--- src/pcrc_cfg.svh ---
// Register offsets, field positions, reset values and sizes of the CRC generator
`ifndef PCRC_CFG_SVH
`define PCRC_CFG_SVH
`define PCRC_OFS_CTRL      4'h0
`define PCRC_OFS_TAPS      4'h2
`define PCRC_OFS_DATA      4'h4
`define PCRC_OFS_WDATA     4'h6
`define PCRC_OFS_PWR       4'h8
`define PCRC_BIT_IDLE_STOP 13
`define PCRC_POS_COUNT     8
`define PCRC_BIT_FULL      7
`define PCRC_BIT_EMPTY     6
`define PCRC_BIT_GO        4
`define PCRC_POS_LEN       0
`define PCRC_BIT_SLEEP     0
`define PCRC_BIT_IDLE      1
`define PCRC_DEPTH_SMALL   5'h10
`define PCRC_DEPTH_LARGE   5'h08
`define PCRC_LEN_SPLIT     4'h7
`define PCRC_RST_CTRL      16'h0040
`define PCRC_RST_TAPS      16'h0000
`endif

--- src/pcrc_pkg.sv ---
// Types shared by the CRC generator files
package pcrc_pkg;
  typedef struct packed {
    logic [3:0]  addr;
    logic [15:0] wdata;
    logic        wr;
    logic        rd;
  } pcrc_req_type;

  typedef struct packed {
    logic [15:0] taps;
    logic [3:0]  len_m1;
  } pcrc_poly_type;
endpackage

--- src/pcrc_top.sv ---
// Programmable CRC generator: register port, input FIFO, serial shifter
`timescale 1ns/1ps
`include "pcrc_cfg.svh"
module pcrc_top
(
  input  wire logic        mclk,
  input  wire logic        srst,
  input  wire logic [3:0]  addr,
  input  wire logic [15:0] wdata,
  input  wire logic        wr,
  input  wire logic        rd,
  output logic      [15:0] rdata,
  output logic             crc_event
);
  pcrc_pkg::pcrc_req_type  req;
  pcrc_pkg::pcrc_poly_type poly;
  logic        idle_stop_select;
  logic        shift_go;
  logic [3:0]  poly_len_minus_one;
  logic [15:1] poly_tap_enables;
  logic [4:0]  fifo_word_count;
  logic        fifo_full_flag;
  logic        fifo_empty_flag;
  logic        sleep_req;
  logic        idle_req;
  logic [15:0] fifo_mem [16];
  logic [3:0]  wr_ptr;
  logic [3:0]  rd_ptr;
  logic [3:0]  bit_idx;
  logic [15:0] crc;
  logic        frozen;
  logic        shifting;
  logic        word_done;
  logic        push;
  logic        crc_load;
  logic [4:0]  depth;

  function automatic logic hit(input logic [3:0] a, input logic [3:0] ofs);
    hit = (a == ofs);
  endfunction

  // Both pointers wrap at the active depth; they stay in step only if the
  // length is changed while the FIFO is empty
  function automatic logic [3:0] ptr_next(input logic [3:0] p, input logic [4:0] d);
    ptr_next = (p + 4'h1) & ((d == `PCRC_DEPTH_LARGE) ? 4'h7 : 4'hF);
  endfunction

  function automatic logic [15:0] width_mask(input logic [3:0] len_m1);
    width_mask = 16'hFFFF >> (4'hF - len_m1);
  endfunction

  assign req.addr  = addr;
  assign req.wdata = wdata;
  assign req.wr    = wr;
  assign req.rd    = rd;
  assign poly.taps   = {poly_tap_enables, 1'b0};
  assign poly.len_m1 = poly_len_minus_one;

  // Only the power register stays writable while frozen, so software can wake it
  // clock gating stand-in
  assign frozen = sleep_req | (idle_req & idle_stop_select);
  assign depth = (poly_len_minus_one > `PCRC_LEN_SPLIT) ? `PCRC_DEPTH_LARGE
               : `PCRC_DEPTH_SMALL;
  assign shifting  = !frozen && shift_go && (fifo_word_count != 5'h00);
  assign word_done = shifting && (bit_idx == 4'h0);
  // one write is one full word
  assign push     = !frozen && req.wr && hit(req.addr, `PCRC_OFS_WDATA);
  assign crc_load = !frozen && req.wr && hit(req.addr, `PCRC_OFS_DATA);

  // Power-state inputs are software-visible here, so sleep and idle are testable
  always_ff @(posedge mclk)
  begin
    if (srst)
    begin
      sleep_req <= 1'b0;
      idle_req  <= 1'b0;
    end
    else if (req.wr && hit(req.addr, `PCRC_OFS_PWR))
    begin
      sleep_req <= req.wdata[`PCRC_BIT_SLEEP];
      idle_req  <= req.wdata[`PCRC_BIT_IDLE];
    end
  end

  always_ff @(posedge mclk)
  begin
    if (srst)
    begin
      idle_stop_select   <= 1'b0;
      shift_go           <= 1'b0;
      poly_len_minus_one <= 4'h0;
      poly_tap_enables   <= 15'h0000;
    end
    else if (!frozen && req.wr)
    begin
      if (hit(req.addr, `PCRC_OFS_CTRL))
      begin
        idle_stop_select   <= req.wdata[`PCRC_BIT_IDLE_STOP];
        shift_go           <= req.wdata[`PCRC_BIT_GO];
        poly_len_minus_one <= req.wdata[`PCRC_POS_LEN +: 4];
      end
      else if (hit(req.addr, `PCRC_OFS_TAPS))
      begin
        poly_tap_enables <= req.wdata[15:1];
      end
    end
  end

  // FIFO storage; words are masked to the active width on the way in
  always_ff @(posedge mclk)
  begin
    if (push)
    begin
      fifo_mem[wr_ptr] <= req.wdata & width_mask(poly_len_minus_one);
    end
  end

  always_ff @(posedge mclk)
  begin
    if (srst)
    begin
      wr_ptr          <= 4'h0;
      rd_ptr          <= 4'h0;
      fifo_word_count <= 5'h00;
    end
    else if (push && fifo_full_flag)
    begin
      // overflow wraps to empty
      // Queued words are dropped; the shifter sees an empty FIFO next cycle
      wr_ptr          <= rd_ptr;
      fifo_word_count <= 5'h00;
    end
    else
    begin
      if (push)
      begin
        wr_ptr <= ptr_next(wr_ptr, depth);
      end
      if (word_done)
      begin
        rd_ptr <= ptr_next(rd_ptr, depth);
      end
      if (push && !word_done)
      begin
        fifo_word_count <= fifo_word_count + 5'h01;
      end
      else if (word_done && !push)
      begin
        fifo_word_count <= fifo_word_count - 5'h01;
      end
    end
  end

  always_ff @(posedge mclk)
  begin
    if (srst)
    begin
      fifo_full_flag  <= 1'b0;
      fifo_empty_flag <= 1'b1;
    end
    else if (push && fifo_full_flag)
    begin
      fifo_full_flag  <= 1'b0;
      fifo_empty_flag <= 1'b1;
    end
    // Full follows a length change one cycle late; the count itself is exact
    else if (!frozen)
    begin
      if (push && !word_done)
      begin
        fifo_full_flag  <= (fifo_word_count + 5'h01) == depth;
        fifo_empty_flag <= 1'b0;
      end
      else if (word_done && !push)
      begin
        fifo_full_flag  <= 1'b0;
        fifo_empty_flag <= fifo_word_count == 5'h01;
      end
      else
      begin
        fifo_full_flag  <= fifo_word_count == depth;
        fifo_empty_flag <= fifo_word_count == 5'h00;
      end
    end
  end

  // bit index walks MSB to LSB
  always_ff @(posedge mclk)
  begin
    if (srst)
    begin
      bit_idx <= 4'h0;
    end
    else if (frozen)
    begin
      bit_idx <= bit_idx;
    end
    else if (!shifting)
    begin
      bit_idx <= poly_len_minus_one;
    end
    else
    begin
      bit_idx <= (bit_idx == 4'h0) ? poly_len_minus_one : bit_idx - 4'h1;
    end
  end

  // A preload through the data register wins over a shift in the same cycle
  pcrc_lfsr u_lfsr
  (
    .mclk     (mclk),
    .srst     (srst),
    .run      (shifting),
    .bit_in   (fifo_mem[rd_ptr][bit_idx]),
    .load     (crc_load),
    .load_val (req.wdata),
    .poly     (poly),
    .crc      (crc)
  );

  always_ff @(posedge mclk)
  begin
    if (srst)
    begin
      crc_event <= 1'b0;
    end
    else
    begin
      crc_event <= word_done && !push && (fifo_word_count == 5'h01);
    end
  end

  // Read data is zero outside its cycle, so stale data never looks valid
  always_ff @(posedge mclk)
  begin
    if (srst)
    begin
      rdata <= 16'h0000;
    end
    else if (req.rd)
    begin
      if (hit(req.addr, `PCRC_OFS_CTRL))
      begin
        rdata <= {2'b00, idle_stop_select, fifo_word_count, fifo_full_flag,
                  fifo_empty_flag, 1'b0, shift_go, poly_len_minus_one};
      end
      else if (hit(req.addr, `PCRC_OFS_TAPS))
      begin
        rdata <= {poly_tap_enables, 1'b0};
      end
      else if (hit(req.addr, `PCRC_OFS_DATA) || hit(req.addr, `PCRC_OFS_WDATA))
      begin
        rdata <= crc;
      end
      else if (hit(req.addr, `PCRC_OFS_PWR))
      begin
        rdata <= {14'h0000, idle_req, sleep_req};
      end
      else
      begin
        rdata <= 16'h0000;
      end
    end
    else
    begin
      rdata <= 16'h0000;
    end
  end
endmodule

--- src/pcrc_lfsr.sv ---
// Serial CRC feedback register with programmable taps and length
`timescale 1ns/1ps
module pcrc_lfsr
(
  input  wire logic                   mclk,
  input  wire logic                   srst,
  input  wire logic                   run,
  input  wire logic                   bit_in,
  input  wire logic                   load,
  input  wire logic [15:0]            load_val,
  input  wire pcrc_pkg::pcrc_poly_type poly,
  output logic      [15:0]            crc
);
  logic [15:0] next_crc;
  logic        fb;

  always_comb
  begin
    fb = bit_in ^ crc[poly.len_m1];
    next_crc = 16'h0000;
    for (int i = 15; i >= 1; i--)
    begin
      next_crc[i] = crc[i - 1] ^ (fb & poly.taps[i]);
    end
    next_crc[0] = fb;
    for (int i = 0; i < 16; i++)
    begin
      if (i > int'(poly.len_m1))
      begin
        next_crc[i] = 1'b0;
      end
    end
  end

  always_ff @(posedge mclk)
  begin
    if (srst)
    begin
      crc <= 16'h0000;
    end
    else if (load)
    begin
      crc <= load_val;
    end
    else if (run)
    begin
      crc <= next_crc;
    end
  end
endmodule

--- config.mk ---
export PLATFORM = sky130hd
export DESIGN_NAME = pcrc_top
export DESIGN_NICKNAME = d
export VERILOG_FILES = /design/src/pcrc_pkg.sv /design/src/pcrc_top.sv /design/src/pcrc_lfsr.sv
export VERILOG_INCLUDE_DIRS = /design/src /design/src/src
export SDC_FILE = /design/constraint.sdc
export NUM_CORES = 1
export LEC_CHECK = 0
export ABC_AREA = 1
export BUFFER_PORTS_ARGS = -buffer_cell sky130_fd_sc_hd__buf_4
export CAP_MARGIN = 15
export CORE_UTILIZATION = 67
export CTS_BUF_LIST = sky130_fd_sc_hd__clkbuf_16
export DETAILED_ROUTE_END_ITERATION = 10
export HOLD_SLACK_MARGIN = 0.03
export PLACE_DENSITY = 0.88
export SYNTH_ARGS = -nofsm -noshare
export SYNTH_HDL_FRONTEND = slang
export SYNTH_HIERARCHICAL = 1
export SYNTH_SLANG_ARGS = --single-unit
--- constraint.sdc ---
create_clock -name mclk -period 4.85 [get_ports mclk]
set_clock_uncertainty 0.1 [all_clocks]
set_input_delay 1.2125 -clock mclk [delete_from_list [all_inputs] [get_ports mclk]]
set_output_delay 1.2125 -clock mclk [all_outputs]
set_load 0.01 [all_outputs]
==> results.ini <==
[status]
status = complete, no violations

[cts]
cts_resized = 0
cts.sinks = 335
numCtsBuffers = 34
hold_buffers = 0
clk_latency_ns = 0.52
cts_tree = built
post-cts-setup-buffers = 0
h-tree-depth = 2
cts_root_buffer = clkbuf_16
clk_pin_slew_ns = 0.06
cts_buffer_depth = 3

[timing]
post-route-period-util_pct = 82.7
slew_viol_final = 0
finalSetupTns_ns = 0
fmax_mhz = 249
max_slew_margin_pct = 20.3
fin_crit_ns = 4.01
finalHoldWorstSlack_ns = 0.384
hold_viol = 0
rsz0062_at_grt = false
finalSetupViolCount = 0
tightestPinTransition_ns = 1.19

[grt]
grt_pass1_wl_um = 60300
grtUsageTotal_pct = 35.6
grt-ovfl-total = 0
grt_antenna_before_repair = 0
grt_max_degree = 91
grt_pass1_vias = 11400

[yosys]
yosysWarnings = 6
synth_fp_nets = 1597
synth_area_um2 = 14800
postSynthCellCount = 1560
avgSynthCellArea_um2 = 9.48

[routing]
firstDrtPassIters = 6
routed_wl_um = 39100
vias = 11800
wl_per_cell_um = 20.8
drc_errors = 0
drt-vias-per-instance = 6.26
drt_iter0_markers = 1508
ant_nets = 0

[power]
power.density_nw_per_um2 = 356
power_frac_comb_pct = 2.8
sequentialPowerShare_pct = 52.7
internal_power_mw = 4.64
clkPwrFrac_pct = 44.5
ir_worst_vdd_uv = 272
switching_power_mw = 1.21
p_sw_share_pct = 20.7
power_leakage_nw = 6.44
power_mw = 5.85

[final_layout]
nNetsFinal = 1621
drive_gt1_share_pct = 9.07
fin_area_um2 = 16400
syn_to_final_growth_pct = 11.1
diodes = 0

[worst_setup_path]
cp_cell_sequence = clkinv_2 -> buf_4 -> nand2_1 -> nand3_1 -> nand3_1 -> nand3_1 -> nand2_1 -> nand2_1 -> nand2_1 -> nor2_1 -> nand2_1 -> nand3_1 -> nand2_1 -> inv_1 -> o21ai_1 -> nand2_2 -> nand2_1 -> nand2_1 -> nand3_1 -> a21oi_1
arrival_ns = 4.34
crit_path_start_kind = flop
critPathMostFrequentCell = nand2_1
cpPeakStageDelay_ns = 0.75
cp_slowest_cell = buf_4
crit_type = reg -> reg
required_ns = 5.18
cp-end-kind = flop
critPathMaxFanout = 90

[placed_design]
gp_congestion = 0.955
dpl_cell_area_um2 = 15300
numPortBuffers = 40
place_hpwl_um = 24100

[die]
start_util_pct = 69.3
core_area_um2 = 21400
die-width_um = 151
die_y_um = 151
die-area_um2 = 22700
ioPinCount = 41
placementRows = 53

[flow_run]
maxCapViolations = 0

[worst_hold_path]
hold_class = reg -> reg

## final timing paths
check	cells past startpoint	endpoint	slack (ns)	start
max	20	u_lfsr/crc[12]	0.84	flop
min	2	idle_req	0.38	idle_req
max reg2reg	20	u_lfsr/crc[12]	0.84	flop
min reg2reg	2	idle_req	0.38	idle_req
## stage by stage
stage	util, %	std cells	setup slack (ns)
after floorplan	-	1560	1.74
after global placement	71.7	1821	1.05
after detailed placement	71.7	1821	0.926
after CTS	76.9	1882	1.00
after global routing	77.0	1884	0.756
final	77.0	1884	0.838
## flip-flops by register name, indices dropped and copies added, names as in the netlist, named ones only
register and cells:
bit_idx 4, crc_event 1, fifo_empty_flag 1, fifo_full_flag 1
fifo_mem 256, fifo_word_count 5, idle_req 1, idle_stop_select 1
poly_len_minus_one 4, poly_tap_enables 15, rd_ptr 4, rdata 16
shift_go 1, sleep_req 1, u_lfsr/crc 16, wr_ptr 4
## layout by cell type, fill, tap and decap left out, drive strengths merged
master	count
o21ai	72
o31ai	1
xnor2	1
nor2	119
nand3	219
a311oi	1
o221ai	10
or2	2
buf	65
clkbuf	35
a21boi	4
a31oi	2
clkinv	17
a22oi	15
nor3b	2
o211ai	12
xor2	4
nand2	444
bufinv	4
dfxtp	79
nor3	6
a21oi	72
o311ai	1
inv	142
nand4	5
a211oi	6
ha	13
edfxtp	256
## critical path, delay by kind of cell (launching register included)
family | cells | cell delay [ns]
buf+inv | 3 | 0.96
flops | 1 | 0.53
simple gates | 15 | 2.06
compound gates | 2 | 0.21
## routing by layer
layer | global-route usage (%) | wire, um | vias to the layer above
li1 | - | - | 5319
met2 | 58.0 | 18400 | 905
met4 | 19.5 | 2220 | 0
met1 | 45.8 | 13900 | 5413
met5 | 0 | 0 | -
met3 | 5.91 | 4660 | 157
## power groups by stage
stage                     clock network [mW]  registers [mW]  logic, mW
final                                   2.60            3.08      0.162
after CTS                               2.61            3.08      0.157
after floorplan                            0            3.14     0.0987
after global routing                    2.71            3.08      0.174
after detailed placement                   0            3.14      0.154
after global placement                     0            3.14      0.150
## layout make-up
type	count	area, um2
flip-flops and latches	335	9270
fillers	1346	4920
multi-input cells	1011	4700
clock buffers	35	876
inverters	137	515
repair buffers	65	504
well taps	275	344
clock inverters	26	221
No activity file was read; power rests on OpenSTA's default activity.
